<file path="src/hdl/cts_regs.vh">
`ifndef CTS_REGS_VH
`define CTS_REGS_VH
// Register byte offsets
`define CTS_OFF_CTRL      8'h00
`define CTS_OFF_HIGH      8'h04
`define CTS_OFF_LOW       8'h08
`define CTS_OFF_MINMAX    8'h0C
`define CTS_OFF_SEQ       8'h10
`define CTS_OFF_RESID     8'h14
`define CTS_OFF_DELAY     8'h18
`define CTS_OFF_EVSEL     8'h1C
`define CTS_OFF_STATUS    8'h20
`define CTS_OFF_ISTAT     8'h24
`define CTS_OFF_IMASK     8'h28
`define CTS_OFF_ALMCNT    8'h2C
`define CTS_OFF_BLKCNT    8'h30
`define CTS_OFF_HSEL      8'h34
`define CTS_OFF_HTIME     8'h38
`define CTS_OFF_HINFO     8'h3C
`define CTS_OFF_HPH12     8'h40
`define CTS_OFF_HPH3R     8'h44
`define CTS_OFF_HSEQ      8'h48
`define CTS_OFF_HTTA      8'h4C
// Control register bit positions
`define CTS_CTRL_EN       0
`define CTS_CTRL_RESEN    1
`define CTS_CTRL_CNTCLR   2
// Reset values; currents in 0.01 x In, ratios in 0.01 %, delay in 5 ms steps
`define CTS_RST_CTRL      3'h1
`define CTS_RST_HIGH      16'h0078
`define CTS_RST_LOW       16'h000A
`define CTS_RST_MINMAX    14'h03E8
`define CTS_RST_SEQ       14'h1324
`define CTS_RST_RESID     16'h000A
`define CTS_RST_DELAY     19'h00064
`define CTS_RST_EVSEL     8'hFF
// Ratio full scale (100.00 %)
`define CTS_RATIO_FULL    14'h2710
// Event indices
`define CTS_EV_ALMON      0
`define CTS_EV_ALMOFF     1
`define CTS_EV_BLKON      2
`define CTS_EV_BLKOFF     3
// Timing: program cycle and delay step both 5 ms
`define CTS_CLK_PERIOD_NS 10
`define CTS_STEP_MS       5
`define CTS_STEP_CYC      (`CTS_STEP_MS * 1000000 / `CTS_CLK_PERIOD_NS)
// History depth
`define CTS_HIST_DEPTH    12
`endif

</file>
<file path="src/hdl/cts_ratio_cmp.v">
`include "cts_regs.vh"
`default_nettype none
// Ratio test num/den against a threshold in 0.01 % without division
module cts_ratio_cmp #(
  parameter IW = 16,
  parameter TW = 14,
  parameter GE = 0
) (
  // Operands
  input  wire [IW-1:0] num,
  input  wire [IW-1:0] den,
  input  wire [TW-1:0] thr,
  // Result
  output wire          meets
);
  wire [IW+TW-1:0] lhs;
  wire [IW+TW-1:0] rhs;

  // Cross multiply; a zero denominator never meets
  assign lhs = num * `CTS_RATIO_FULL;
  assign rhs = den * thr;
  assign meets = (den != {IW{1'b0}}) & ((GE != 0) ? (lhs >= rhs) : (lhs <= rhs));
endmodule
`default_nettype wire

</file>
<file path="src/hdl/cts_history.v">
`include "cts_regs.vh"
`default_nettype none
// Ring of the most recent records; index 0 reads the newest
module cts_history #(
  parameter RW    = 156,
  parameter DEPTH = `CTS_HIST_DEPTH
) (
  // Clock and reset
  input  wire          sys_clk,
  input  wire          rst_n,
  // Write side
  input  wire          wrEn,
  input  wire [RW-1:0] wrData,
  // Read side
  input  wire [3:0]    rdIdx,
  output wire [RW-1:0] rdData,
  output wire [3:0]    entries
);
  reg  [3:0]    wrPtr_q;
  reg  [3:0]    cnt_q;
  wire [RW-1:0] mem [0:DEPTH-1];
  wire [4:0]    back;
  wire [3:0]    phys;
  genvar g;
  // Depth at the pointer widths, so the ring arithmetic stays exact
  localparam [4:0] DEPTH_B = DEPTH;
  localparam [3:0] DEPTH_N = DEPTH;

  // Oldest entry is overwritten once the ring is full
  always @(posedge sys_clk or negedge rst_n)
  begin
    if (!rst_n)
    begin
      wrPtr_q <= 4'h0;
      cnt_q   <= 4'h0;
    end
    else if (wrEn)
    begin
      wrPtr_q <= (wrPtr_q == DEPTH - 1) ? 4'h0 : wrPtr_q + 4'h1;
      if (cnt_q != DEPTH)
        cnt_q <= cnt_q + 4'h1;
    end
  end

  generate
    for (g = 0; g < DEPTH; g = g + 1)
    begin : gEnt
      reg [RW-1:0] ent_q;
      always @(posedge sys_clk or negedge rst_n)
      begin
        if (!rst_n)
          ent_q <= {RW{1'b0}};
        else if (wrEn && wrPtr_q == g)
          ent_q <= wrData;
      end
      assign mem[g] = ent_q;
    end
  endgenerate

  // Newest sits one below the write pointer, wrapping modulo depth
  assign back = {1'b0, wrPtr_q} + DEPTH_B - 5'h01 - {1'b0, rdIdx};
  assign phys = (back >= DEPTH_B) ? back[3:0] - DEPTH_N : back[3:0];
  assign rdData = (rdIdx < cnt_q) ? mem[phys] : {RW{1'b0}};
  assign entries = cnt_q;
endmodule
`default_nettype wire

</file>
<file path="src/hdl/cts_supervision.v">
// Overview of operation
// - Fault with all conditions starts delay; alarm only if it persists to the end.
// - No activation while any phase current exceeds the overcurrent inhibit limit.
// - No activation when every phase current is below the minimum current limit.
// - With residual checking, compare calculated phase sum with measured residual.
// - With residual checking, no activation while mismatch stays below its limit.
// - Alarm for any qualifying condition, primary or secondary side alike.
// - Four events: alarm on, alarm off, block on, block off.
// - Per event, software selects whether rising, falling or both are reported.
// - Every reported event carries a time stamp.
// - Cumulative alarm and block counters, clearable on request.
// - History keeps the twelve newest records, dropping the oldest.
// - A record is captured on each asserting event, alarm on or block on.
// - Record holds time, event, currents, time to alarm, fault code, group.
// - Activation needs negative/positive sequence ratio at or above threshold.
// - Activation needs min/max phase current ratio at or below threshold.
// - Block present at pick-up gives blocked indication and stops the timer.
// - Alarm delay settable in 5 ms steps, default 0.5 s.
//
// Implementation choices: the placing of the registers and the strobed register port.
`include "cts_regs.vh"
`default_nettype none
module cts_supervision #(
  parameter IW       = 16,
  parameter DW       = 19,
  parameter STEP_CYC = `CTS_STEP_CYC
) (
  // Clock and reset
  input  wire          sys_clk,
  input  wire          rst_n,
  // Measured quantities, 0.01 x In
  input  wire [IW-1:0] phaseL1,
  input  wire [IW-1:0] phaseL2,
  input  wire [IW-1:0] phaseL3,
  input  wire [IW-1:0] measuredResidualCurrent,
  input  wire [IW-1:0] calcResidualCurrent,
  input  wire [IW-1:0] positiveSequenceCurrent,
  input  wire [IW-1:0] negativeSequenceCurrent,
  // System inputs
  input  wire          blockIn,
  input  wire [31:0]   timeStampMs,
  input  wire [2:0]    settingGroup,
  // Register port
  input  wire [7:0]    regAddr,
  input  wire [31:0]   regWdata,
  input  wire          regWr,
  input  wire          regRd,
  output reg  [31:0]   regRdata_q,
  // Indications
  output reg           alarmOut_q,
  output reg           blockedOut_q,
  output reg           irq_q,
  // Event stream
  output reg           eventValid_q,
  output reg  [3:0]    eventFlags_q,
  output reg  [31:0]   eventStamp_q
);
  localparam RW = 32 + 2 + 4 + 3 + 6 * IW + DW;

  ////////////////////////////////////////////////////////////////////
  // Registers
  reg  [2:0]    ctrl_q;
  reg  [IW-1:0] overcurrentInhibitLimit_q;
  reg  [IW-1:0] minimumCurrentLimit_q;
  reg  [13:0]   minMaxRatioThreshold_q;
  reg  [13:0]   sequenceRatioThreshold_q;
  reg  [IW-1:0] residualMismatchLimit_q;
  reg  [DW-1:0] alarmDelay_q;
  reg  [7:0]    eventSelect_q;
  reg  [3:0]    irqStatus_q;
  reg  [3:0]    irqMask_q;
  reg  [15:0]   alarmCount_q;
  reg  [15:0]   blockCount_q;
  reg  [3:0]    histSel_q;
  // Supervision state
  reg  [31:0]   stepCnt_q;
  reg           tick_q;
  reg  [DW-1:0] timer_q;
  reg           pickup_q;
  reg  [3:0]    faultCode_q;
  reg           alarmD;
  reg           blockD;
  reg  [DW-1:0] timerD;
  reg  [31:0]   rdD;
  wire          wrHit;
  wire          cntClr;
  wire [IW-1:0] phMax;
  wire [IW-1:0] phMin;
  wire [IW-1:0] resDiff;
  wire          overCur;
  wire          underMin;
  wire          ratioMet;
  wire          seqMet;
  wire          resMet;
  wire          pickup;
  wire [3:0]    ev;
  wire [3:0]    evSel;
  wire [DW-1:0] timeLeft;
  wire          histWr;
  wire [RW-1:0] histIn;
  wire [RW-1:0] histOut;
  wire [3:0]    histCnt;
  wire [DW-1:0] hTta;
  wire [IW-1:0] hI2;
  wire [IW-1:0] hI1;
  wire [IW-1:0] hI0;
  wire [IW-1:0] hL3;
  wire [IW-1:0] hL2;
  wire [IW-1:0] hL1;
  wire [2:0]    hGrp;
  wire [3:0]    hFlt;
  wire [1:0]    hCode;
  wire [31:0]   hStamp;

  ////////////////////////////////////////////////////////////////////
  // Program cycle strobe, one clock every 5 ms
  always @(posedge sys_clk or negedge rst_n)
  begin
    if (!rst_n)
    begin
      stepCnt_q <= 32'h0;
      tick_q    <= 1'b0;
    end
    else if (stepCnt_q == STEP_CYC - 1)
    begin
      stepCnt_q <= 32'h0;
      tick_q    <= 1'b1;
    end
    else
    begin
      stepCnt_q <= stepCnt_q + 32'h1;
      tick_q    <= 1'b0;
    end
  end

  ////////////////////////////////////////////////////////////////////
  // Pick-up conditions, computed from the latest inputs
  assign phMax = (phaseL1 > phaseL2) ? ((phaseL1 > phaseL3) ? phaseL1 : phaseL3)
                                     : ((phaseL2 > phaseL3) ? phaseL2 : phaseL3);
  assign phMin = (phaseL1 < phaseL2) ? ((phaseL1 < phaseL3) ? phaseL1 : phaseL3)
                                     : ((phaseL2 < phaseL3) ? phaseL2 : phaseL3);
  assign overCur  = phMax > overcurrentInhibitLimit_q;
  assign underMin = phMax < minimumCurrentLimit_q;
  // Magnitude difference of calculated and measured residual
  assign resDiff = (calcResidualCurrent > measuredResidualCurrent)
                 ? calcResidualCurrent - measuredResidualCurrent
                 : measuredResidualCurrent - calcResidualCurrent;
  assign resMet  = resDiff >= residualMismatchLimit_q;

  cts_ratio_cmp #(
    .IW (IW),
    .TW (14),
    .GE (0)
  ) uMinMax (
    .num   (phMin),
    .den   (phMax),
    .thr   (minMaxRatioThreshold_q),
    .meets (ratioMet)
  );

  cts_ratio_cmp #(
    .IW (IW),
    .TW (14),
    .GE (1)
  ) uSeq (
    .num   (negativeSequenceCurrent),
    .den   (positiveSequenceCurrent),
    .thr   (sequenceRatioThreshold_q),
    .meets (seqMet)
  );

  // No side discrimination: pick-up needs the full set of met conditions
  assign pickup = ctrl_q[`CTS_CTRL_EN] & ~overCur & ~underMin & ratioMet & seqMet
                & (~ctrl_q[`CTS_CTRL_RESEN] | resMet);

  ////////////////////////////////////////////////////////////////////
  // Next supervision state, only on a program cycle
  always @*
  begin
    alarmD = alarmOut_q;
    blockD = blockedOut_q;
    timerD = timer_q;
    if (tick_q)
    begin
      if (pickup && blockIn)
      begin
        // Block wins over a running start; timer restarts later
        blockD = 1'b1;
        alarmD = 1'b0;
        timerD = {DW{1'b0}};
      end
      else if (pickup)
      begin
        blockD = 1'b0;
        if (!alarmOut_q)
        begin
          if (timer_q + 1'b1 >= alarmDelay_q)
            alarmD = 1'b1;
          else
            timerD = timer_q + 1'b1;
        end
      end
      else
      begin
        blockD = 1'b0;
        alarmD = 1'b0;
        timerD = {DW{1'b0}};
      end
    end
  end

  // Edges of alarm and block form the four events
  assign ev[`CTS_EV_ALMON]  = alarmD & ~alarmOut_q;
  assign ev[`CTS_EV_ALMOFF] = ~alarmD & alarmOut_q;
  assign ev[`CTS_EV_BLKON]  = blockD & ~blockedOut_q;
  assign ev[`CTS_EV_BLKOFF] = ~blockD & blockedOut_q;
  // Select bits: low nibble enables ON events, high nibble OFF events
  assign evSel = ev & {eventSelect_q[5], eventSelect_q[1],
                       eventSelect_q[4], eventSelect_q[0]};
  assign timeLeft = alarmDelay_q - timer_q;

  always @(posedge sys_clk or negedge rst_n)
  begin
    if (!rst_n)
    begin
      alarmOut_q   <= 1'b0;
      blockedOut_q <= 1'b0;
      timer_q      <= {DW{1'b0}};
      pickup_q     <= 1'b0;
      faultCode_q  <= 4'h0;
      eventValid_q <= 1'b0;
      eventFlags_q <= 4'h0;
      eventStamp_q <= 32'h0;
    end
    else
    begin
      alarmOut_q   <= alarmD;
      blockedOut_q <= blockD;
      timer_q      <= timerD;
      eventValid_q <= |evSel;
      eventFlags_q <= evSel;
      if (|evSel)
        eventStamp_q <= timeStampMs;
      if (tick_q)
      begin
        pickup_q    <= pickup;
        faultCode_q <= {resMet, seqMet & ratioMet, underMin, overCur};
      end
    end
  end

  ////////////////////////////////////////////////////////////////////
  // History of asserting events
  assign histWr = ev[`CTS_EV_ALMON] | ev[`CTS_EV_BLKON];
  assign histIn = {timeLeft, negativeSequenceCurrent, positiveSequenceCurrent,
                   measuredResidualCurrent, phaseL3, phaseL2, phaseL1,
                   settingGroup, resMet, seqMet & ratioMet, underMin, overCur,
                   ev[`CTS_EV_BLKON] ? 2'h2 : 2'h0, timeStampMs};
  assign {hTta, hI2, hI1, hI0, hL3, hL2, hL1, hGrp, hFlt, hCode, hStamp} = histOut;

  cts_history #(
    .RW    (RW),
    .DEPTH (`CTS_HIST_DEPTH)
  ) uHist (
    .sys_clk (sys_clk),
    .rst_n   (rst_n),
    .wrEn    (histWr),
    .wrData  (histIn),
    .rdIdx   (histSel_q),
    .rdData  (histOut),
    .entries (histCnt)
  );

  ////////////////////////////////////////////////////////////////////
  // Register writes; hardware set wins over a software clear
  assign wrHit  = regWr;
  assign cntClr = wrHit && regAddr == `CTS_OFF_CTRL && regWdata[`CTS_CTRL_CNTCLR];

  always @(posedge sys_clk or negedge rst_n)
  begin
    if (!rst_n)
    begin
      ctrl_q                    <= `CTS_RST_CTRL;
      overcurrentInhibitLimit_q <= `CTS_RST_HIGH;
      minimumCurrentLimit_q     <= `CTS_RST_LOW;
      minMaxRatioThreshold_q    <= `CTS_RST_MINMAX;
      sequenceRatioThreshold_q  <= `CTS_RST_SEQ;
      residualMismatchLimit_q   <= `CTS_RST_RESID;
      alarmDelay_q              <= `CTS_RST_DELAY;
      eventSelect_q             <= `CTS_RST_EVSEL;
      irqMask_q                 <= 4'h0;
      histSel_q                 <= 4'h0;
      irqStatus_q               <= 4'h0;
    end
    else
    begin
      if (wrHit)
      begin
        case (regAddr)
          `CTS_OFF_CTRL:   ctrl_q <= {1'b0, regWdata[1:0]};
          `CTS_OFF_HIGH:   overcurrentInhibitLimit_q <= regWdata[IW-1:0];
          `CTS_OFF_LOW:    minimumCurrentLimit_q <= regWdata[IW-1:0];
          `CTS_OFF_MINMAX: minMaxRatioThreshold_q <= regWdata[13:0];
          `CTS_OFF_SEQ:    sequenceRatioThreshold_q <= regWdata[13:0];
          `CTS_OFF_RESID:  residualMismatchLimit_q <= regWdata[IW-1:0];
          `CTS_OFF_DELAY:  alarmDelay_q <= regWdata[DW-1:0];
          `CTS_OFF_EVSEL:  eventSelect_q <= regWdata[7:0];
          `CTS_OFF_IMASK:  irqMask_q <= regWdata[3:0];
          `CTS_OFF_HSEL:   histSel_q <= regWdata[3:0];
          default:         ;
        endcase
      end
      // Write one to clear, new events set in the same cycle
      irqStatus_q <= (irqStatus_q & ~((wrHit && regAddr == `CTS_OFF_ISTAT)
                     ? regWdata[3:0] : 4'h0)) | ev;
    end
  end

  ////////////////////////////////////////////////////////////////////
  // Counters and interrupt; increment wins over a clear
  always @(posedge sys_clk or negedge rst_n)
  begin
    if (!rst_n)
    begin
      alarmCount_q <= 16'h0;
      blockCount_q <= 16'h0;
      irq_q        <= 1'b0;
    end
    else
    begin
      alarmCount_q <= (cntClr ? 16'h0 : alarmCount_q)
                    + {15'h0, ev[`CTS_EV_ALMON]};
      blockCount_q <= (cntClr ? 16'h0 : blockCount_q)
                    + {15'h0, ev[`CTS_EV_BLKON]};
      irq_q        <= |(irqStatus_q & irqMask_q);
    end
  end

  ////////////////////////////////////////////////////////////////////
  // Read mux; unmapped offsets read zero
  always @*
  begin
    rdD = 32'h0;
    case (regAddr)
      `CTS_OFF_CTRL:   rdD = {30'h0, ctrl_q[1:0]};
      `CTS_OFF_HIGH:   rdD = {{(32-IW){1'b0}}, overcurrentInhibitLimit_q};
      `CTS_OFF_LOW:    rdD = {{(32-IW){1'b0}}, minimumCurrentLimit_q};
      `CTS_OFF_MINMAX: rdD = {18'h0, minMaxRatioThreshold_q};
      `CTS_OFF_SEQ:    rdD = {18'h0, sequenceRatioThreshold_q};
      `CTS_OFF_RESID:  rdD = {{(32-IW){1'b0}}, residualMismatchLimit_q};
      `CTS_OFF_DELAY:  rdD = {{(32-DW){1'b0}}, alarmDelay_q};
      `CTS_OFF_EVSEL:  rdD = {24'h0, eventSelect_q};
      `CTS_OFF_STATUS: rdD = {21'h0, histCnt, faultCode_q, pickup_q,
                              blockedOut_q, alarmOut_q};
      `CTS_OFF_ISTAT:  rdD = {28'h0, irqStatus_q};
      `CTS_OFF_IMASK:  rdD = {28'h0, irqMask_q};
      `CTS_OFF_ALMCNT: rdD = {16'h0, alarmCount_q};
      `CTS_OFF_BLKCNT: rdD = {16'h0, blockCount_q};
      `CTS_OFF_HSEL:   rdD = {28'h0, histSel_q};
      `CTS_OFF_HTIME:  rdD = hStamp;
      `CTS_OFF_HINFO:  rdD = {23'h0, hGrp, hFlt, hCode};
      `CTS_OFF_HPH12:  rdD = {hL2, hL1};
      `CTS_OFF_HPH3R:  rdD = {hI0, hL3};
      `CTS_OFF_HSEQ:   rdD = {hI2, hI1};
      `CTS_OFF_HTTA:   rdD = {{(32-DW){1'b0}}, hTta};
      default:         rdD = 32'h0;
    endcase
  end

  // Read data valid only in the cycle after the strobe
  always @(posedge sys_clk or negedge rst_n)
  begin
    if (!rst_n)
      regRdata_q <= 32'h0;
    else if (regRd)
      regRdata_q <= rdD;
    else
      regRdata_q <= 32'h0;
  end
endmodule
`default_nettype wire

</file>
<file path="config.mk">
export PLATFORM = sky130hd
export DESIGN_NAME = cts_supervision
export DESIGN_NICKNAME = d
export VERILOG_FILES = /design/src/hdl/cts_ratio_cmp.v /design/src/hdl/cts_history.v /design/src/hdl/cts_supervision.v
export VERILOG_INCLUDE_DIRS = /design/src /design/src/hdl
export SDC_FILE = /design/constraint.sdc
export NUM_CORES = 2
export LEC_CHECK = 0
export BUFFER_PORTS_ARGS = -buffer_cell sky130_fd_sc_hd__buf_2
export CAP_MARGIN = 0
export CORE_UTILIZATION = 65
export DETAILED_ROUTE_END_ITERATION = 8
export GPL_ROUTABILITY_DRIVEN = 0
export PLACE_DENSITY = 0.82
export SLEW_MARGIN = 20
export SYNTH_ARGS = -nofsm -noshare
export SYNTH_HDL_FRONTEND = slang
export SYNTH_SLANG_ARGS = --single-unit
</file>
<file path="constraint.sdc">
create_clock -name sys_clk -period 16.9 [get_ports sys_clk]
set_clock_uncertainty 0.05 [all_clocks]
set_input_delay 3.38 -clock sys_clk [delete_from_list [all_inputs] [get_ports sys_clk]]
set_output_delay 3.38 -clock sys_clk [all_outputs]
set_load 0.02 [all_outputs]
</file>
==> Implementation_results.wiki <==
{| class="wikitable"
! Metric !! Value
|-
| Number of rows in the core area || 157
|-
| Worst Setup End Kind || register
|-
| Wire length of the first global-routing pass || 535900 um
|-
| Worst Path Arrival || 16.58 ns
|-
| Placed Cells || 12723
|-
| Post-synth net total || 11729
|-
| Initial antenna violation count || 36
|-
| F_max || 0.06285 GHz
|-
| Area added between synthesis and finish || 9.263%
|-
| Final period utilization || 94.14%
|-
| Clk network pwr share || 34.1%
|-
| CTS tree || built
|-
| Hpwl dp || 228100 um
|-
| Cell with the largest stage delay on the worst path || or4b_1
|-
| Setup bufs post-CTS || 0
|-
| Ratio of routed vias to standard cells || 6.667
|-
| Grt peak-use layer || met2
|-
| Via count || 87557
|-
| Total CTS buffers || 208
|-
| Number of global-route vias before repair || 91261
|-
| GR Util met1 || 47.82%
|-
| Placeable Area || 183100 sq um
|-
| Area of the multi-input gates || 60580 sq um
|-
| Largest fanout on the critical path || 22
|-
| Clock input transition at the sequential cells of the worst setup and hold paths || 0.07 ns
|-
| Met3 Resource Use GR || 10.20%
|-
| Cell internal power dissipation || 0.009647 W
|-
| Count of instances resized after the clock tree is built || 0
|-
| Antenna-violating nets left || 0
|-
| Height of the die || 431.4 um
|-
| Number of flops mapped to enable cells by yosys || 0
|-
| Outcome || completed
|-
| Type of the setup path with the least slack || primary input to register
|-
| Total of fill cells in the finished design || 11987
|-
| Area of the die || 186100 sq um
|-
| Leakage || 62.92 nW
|-
| Power dissipated by switching net loads || 0.004714 W
|-
| Seq/Total Area, Yosys || 44.84%
|-
| Grt met2 use || 58.28%
|-
| Post-layout minimum cycle time || 15.91 ns
|-
| Routed WL || 348400 um
|-
| Starting utilization of the core area || 65.46%
|-
| Syn Inst Count || 10566
|-
| Final core area utilization || 71.53%
|-
| Post-Layout Cell Count || 13133
|-
| Fin nets || 11636
|-
| Maximum count of clock buffers along a single path || 3
|-
| Wire length per cell after detailed routing || 26.53 um
|-
| Classification of the worst-slack hold path || register to register
|-
| Count of unresolved DRC violations after routing || 0
|-
| Number of setup violations in the final report || 0
|-
| Root cell of the clock tree || clkbuf_16
|-
| Register bit count reported by yosys || 2146
|-
| Skew-Pair Late Insertion Delay || 0.89 ns
|-
| Cell Area, Synth || 119800 sq um
|-
| Port Buffers || 250
|-
| Unique cell type count in the Yosys netlist || 77
|-
| Starting DRT DRC Count || 10207
|-
| Slowest cell delay on critical path || 0.60 ns
|-
| Share of post-route cells with drive strength above 1 || 21.21%
|-
| Final hold vios || 0
|-
| Fin Hold WS || 0.4112 ns
|-
| Actual transition at the worst max-transition pin || 1.244 ns
|-
| Required time worst endpoint || 17.57 ns
|-
| Number of hold-repair buffers added at the cts stage || 0
|-
| Main synth FF type || dfrtp_1
|-
| IR drop worst, VDD || 0.0002491 V
|-
| Total routing resource utilization after global routing || 37.84%
|-
| Launching element type of the critical path || primary input
|-
| Unrepaired setup endpoints after global routing || false
|-
| Count of yosys warnings during synthesis || 0
|-
| Die Wd || 431.4 um
|-
| Crit path top cell by count || buf_4
|-
| Overall overflow remaining after global route || 0
|-
| Maximum capacitance violations || 0
|-
| Combinational fraction of design power || 29.8%
|-
| Worst rel slew slack || 17.05%
|-
| H-tree depth || 4
|-
| Final-layout setup total negative slack || 0 ns
|-
| Sequential group share of total power || 36.2%
|-
| Sw Ratio || 32.82%
|-
| Power density of the placed cells || 109.7 nW/um^2
|-
| Pre-antenna DRT Iters || 9
|-
| Async set-reset flop share out of synthesis || 100.0%
|-
| Largest net degree at the start of global routing || 198
|-
| Boundary Pins || 264
|-
| Synth Area per Inst || 11.34 sq um
|-
| Final count of pins violating max slew || 0
|-
| Sequential Area || 53740 sq um
|-
| Clock net sink count || 2146
|}
[placed cells by master (no fill, tap or decap), types with 50 or more instances in the layout]
| cell | count |
|---|---|
| dfrtp_1 | 2115 |
| nand2_1 | 1426 |
| o21ai_0 | 972 |
| mux2_2 | 944 |
| inv_1 | 667 |
| ha_1 | 565 |
| fa_1 | 404 |
| mux4_2 | 358 |
| a21oi_1 | 288 |
| buf_2 | 249 |
| and2_1 | 234 |
| clkbuf_16 | 210 |
| buf_4 | 200 |
| nor2_1 | 157 |
| mux2_1 | 113 |
| mux2i_1 | 111 |
| a221oi_1 | 108 |
| a22oi_1 | 101 |
| nand3_1 | 97 |
| xnor2_1 | 97 |
| a21o_1 | 81 |
| xor2_1 | 78 |
| o22ai_1 | 77 |
| a22o_1 | 77 |
| nand4_1 | 67 |
| clkbuf_8 | 59 |
| nor3_1 | 50 |
[cell type report]
type                            instances  share of cell area, %
Multi-Input combinational cell       6950                  46.26
Sequential cell                      2146                  41.04
Clock buffer                          313                  4.759
Timing Repair Buffer                  499                  2.846
Tap cell                             2464                  2.354
Inverter                              668                  1.915
Clock inverter                         77                 0.7921
Antenna cell                           16                0.03058
[worst max-delay path, delay by kind of cell]
kind / cells / cell delay (ns)
buffers and inverters: 15 / 2.43
and+or+nand+nor: 10 / 2.50
xor gates and xnor gates: 1 / 0.14
muxes: 1 / 0.31
AOI/OAI and AO/OA: 17 / 3.85
adders and majority gates: 9 / 3.93
[routing by layer]
| layer | up-vias | wire length, um |
|---|---|---|
| li1 | 36689 | - |
| met1 | 44637 | 126000 |
| met2 | 4985 | 158700 |
| met3 | 1216 | 38690 |
| met4 | 30 | 24750 |
| met5 | - | 297 |
[path summary, 6_finish.rpt]
check / start / endpoint / slack [ns] / depth (start not counted)
max in group asynchronous: rst_n / stepCnt_q[28]$_DFF_PN0_ / 11.07 / 5
min reg2reg: stepCnt_q[0]$_DFF_PN0_ / stepCnt_q[0]$_DFF_PN0_ / 0.41 / 1
max: phaseL2[11] / eventStamp_q[19]$_DFFE_PN0P_ / 0.99 / 53
min in group asynchronous: rst_n / eventStamp_q[11]$_DFFE_PN0P_ / 2.43 / 1
max reg2reg: minMaxRatioThreshold_q[2]$_DFFE_PN0P_ / eventStamp_q[19]$_DFFE_PN0P_ / 5.27 / 40
min: stepCnt_q[0]$_DFF_PN0_ / stepCnt_q[0]$_DFF_PN0_ / 0.41 / 1
[flip-flops by register name, summed over array words and instances (netlist names), 4 cells and up]
register	count
sequenceRatioThreshold_q	14
histSel_q	4
faultCode_q	4
eventSelect_q	8
blockCount_q	16
regRdata_q	32
eventStamp_q	32
uHist.entries	4
timer_q	19
overcurrentInhibitLimit_q	16
alarmCount_q	16
eventFlags_q	4
residualMismatchLimit_q	16
uHist.wrPtr_q	4
minimumCurrentLimit_q	16
irqMask_q	4
minMaxRatioThreshold_q	14
uHist.gEnt.ent_q	1860
stepCnt_q	32
alarmDelay_q	19
irqStatus_q	4
[cell usage after synthesis (38+ instances only)]
cell type | n | area share (%)
and2_1 | 234 | 1.2
a22oi_1 | 101 | 0.63
mux4_2 | 358 | 6.7
buf_2 | 109 | 0.46
o21ai_0 | 974 | 4.1
a21o_1 | 81 | 0.51
a21oi_1 | 291 | 1.2
nor2_1 | 164 | 0.51
clkbuf_1 | 617 | 1.9
nand4_1 | 67 | 0.35
fa_1 | 404 | 6.7
and3_1 | 38 | 0.20
mux2_2 | 945 | 8.9
ha_1 | 567 | 5.9
mux2i_1 | 112 | 0.94
a22o_1 | 77 | 0.56
a221oi_1 | 108 | 0.79
o22ai_1 | 78 | 0.41
xnor2_1 | 103 | 0.75
nand2_1 | 1426 | 4.5
buf_1 | 64 | 0.20
nand3_1 | 97 | 0.41
nor3_1 | 50 | 0.21
xor2_1 | 82 | 0.60
mux2_1 | 113 | 1.1
inv_1 | 667 | 2.1
dfrtp_1 | 2115 | 44
[cell families (layout without fill, tap and decap cells)]
family | after synthesis | in the layout | share of synthesized area (%)
DFF | 2146 | 2146 | 44.84
muxes | 1557 | 1557 | 17.97
other | 0 | 16 | 0
and+or+nand+nor | 2241 | 2241 | 8.281
adders and majority gates | 971 | 971 | 12.67
AOI/OAI and AO/OA | 1996 | 1996 | 10.11
xor gates and xnor gates | 185 | 185 | 1.352
buffers and inverters | 1470 | 1557 | 4.784
[power groups by stage]
stage          combinational, W  sequential (W)  clock (W)
3_5_place_dp            0.00414         0.00529          0
6_report                0.00427         0.00519    0.00489
5_1_grt                 0.00472         0.00519    0.00511
2_1_floorplan           0.00294         0.00527          0
3_3_place_gp            0.00395         0.00528          0
4_1_cts                 0.00418         0.00519    0.00491
[per-stage QoR]
stage	total power, W	worst slack, ns	cell area (sq um)
floorplan	0.008211	1.136	119800
global placement	0.009234	0.4040	123500
detailed placement	0.009425	0.2930	123500
CTS	0.01427	1.161	130800
global route	0.01502	0.2471	130900
finish	0.01436	0.9898	130900
Power figures use the tool's default switching activity.
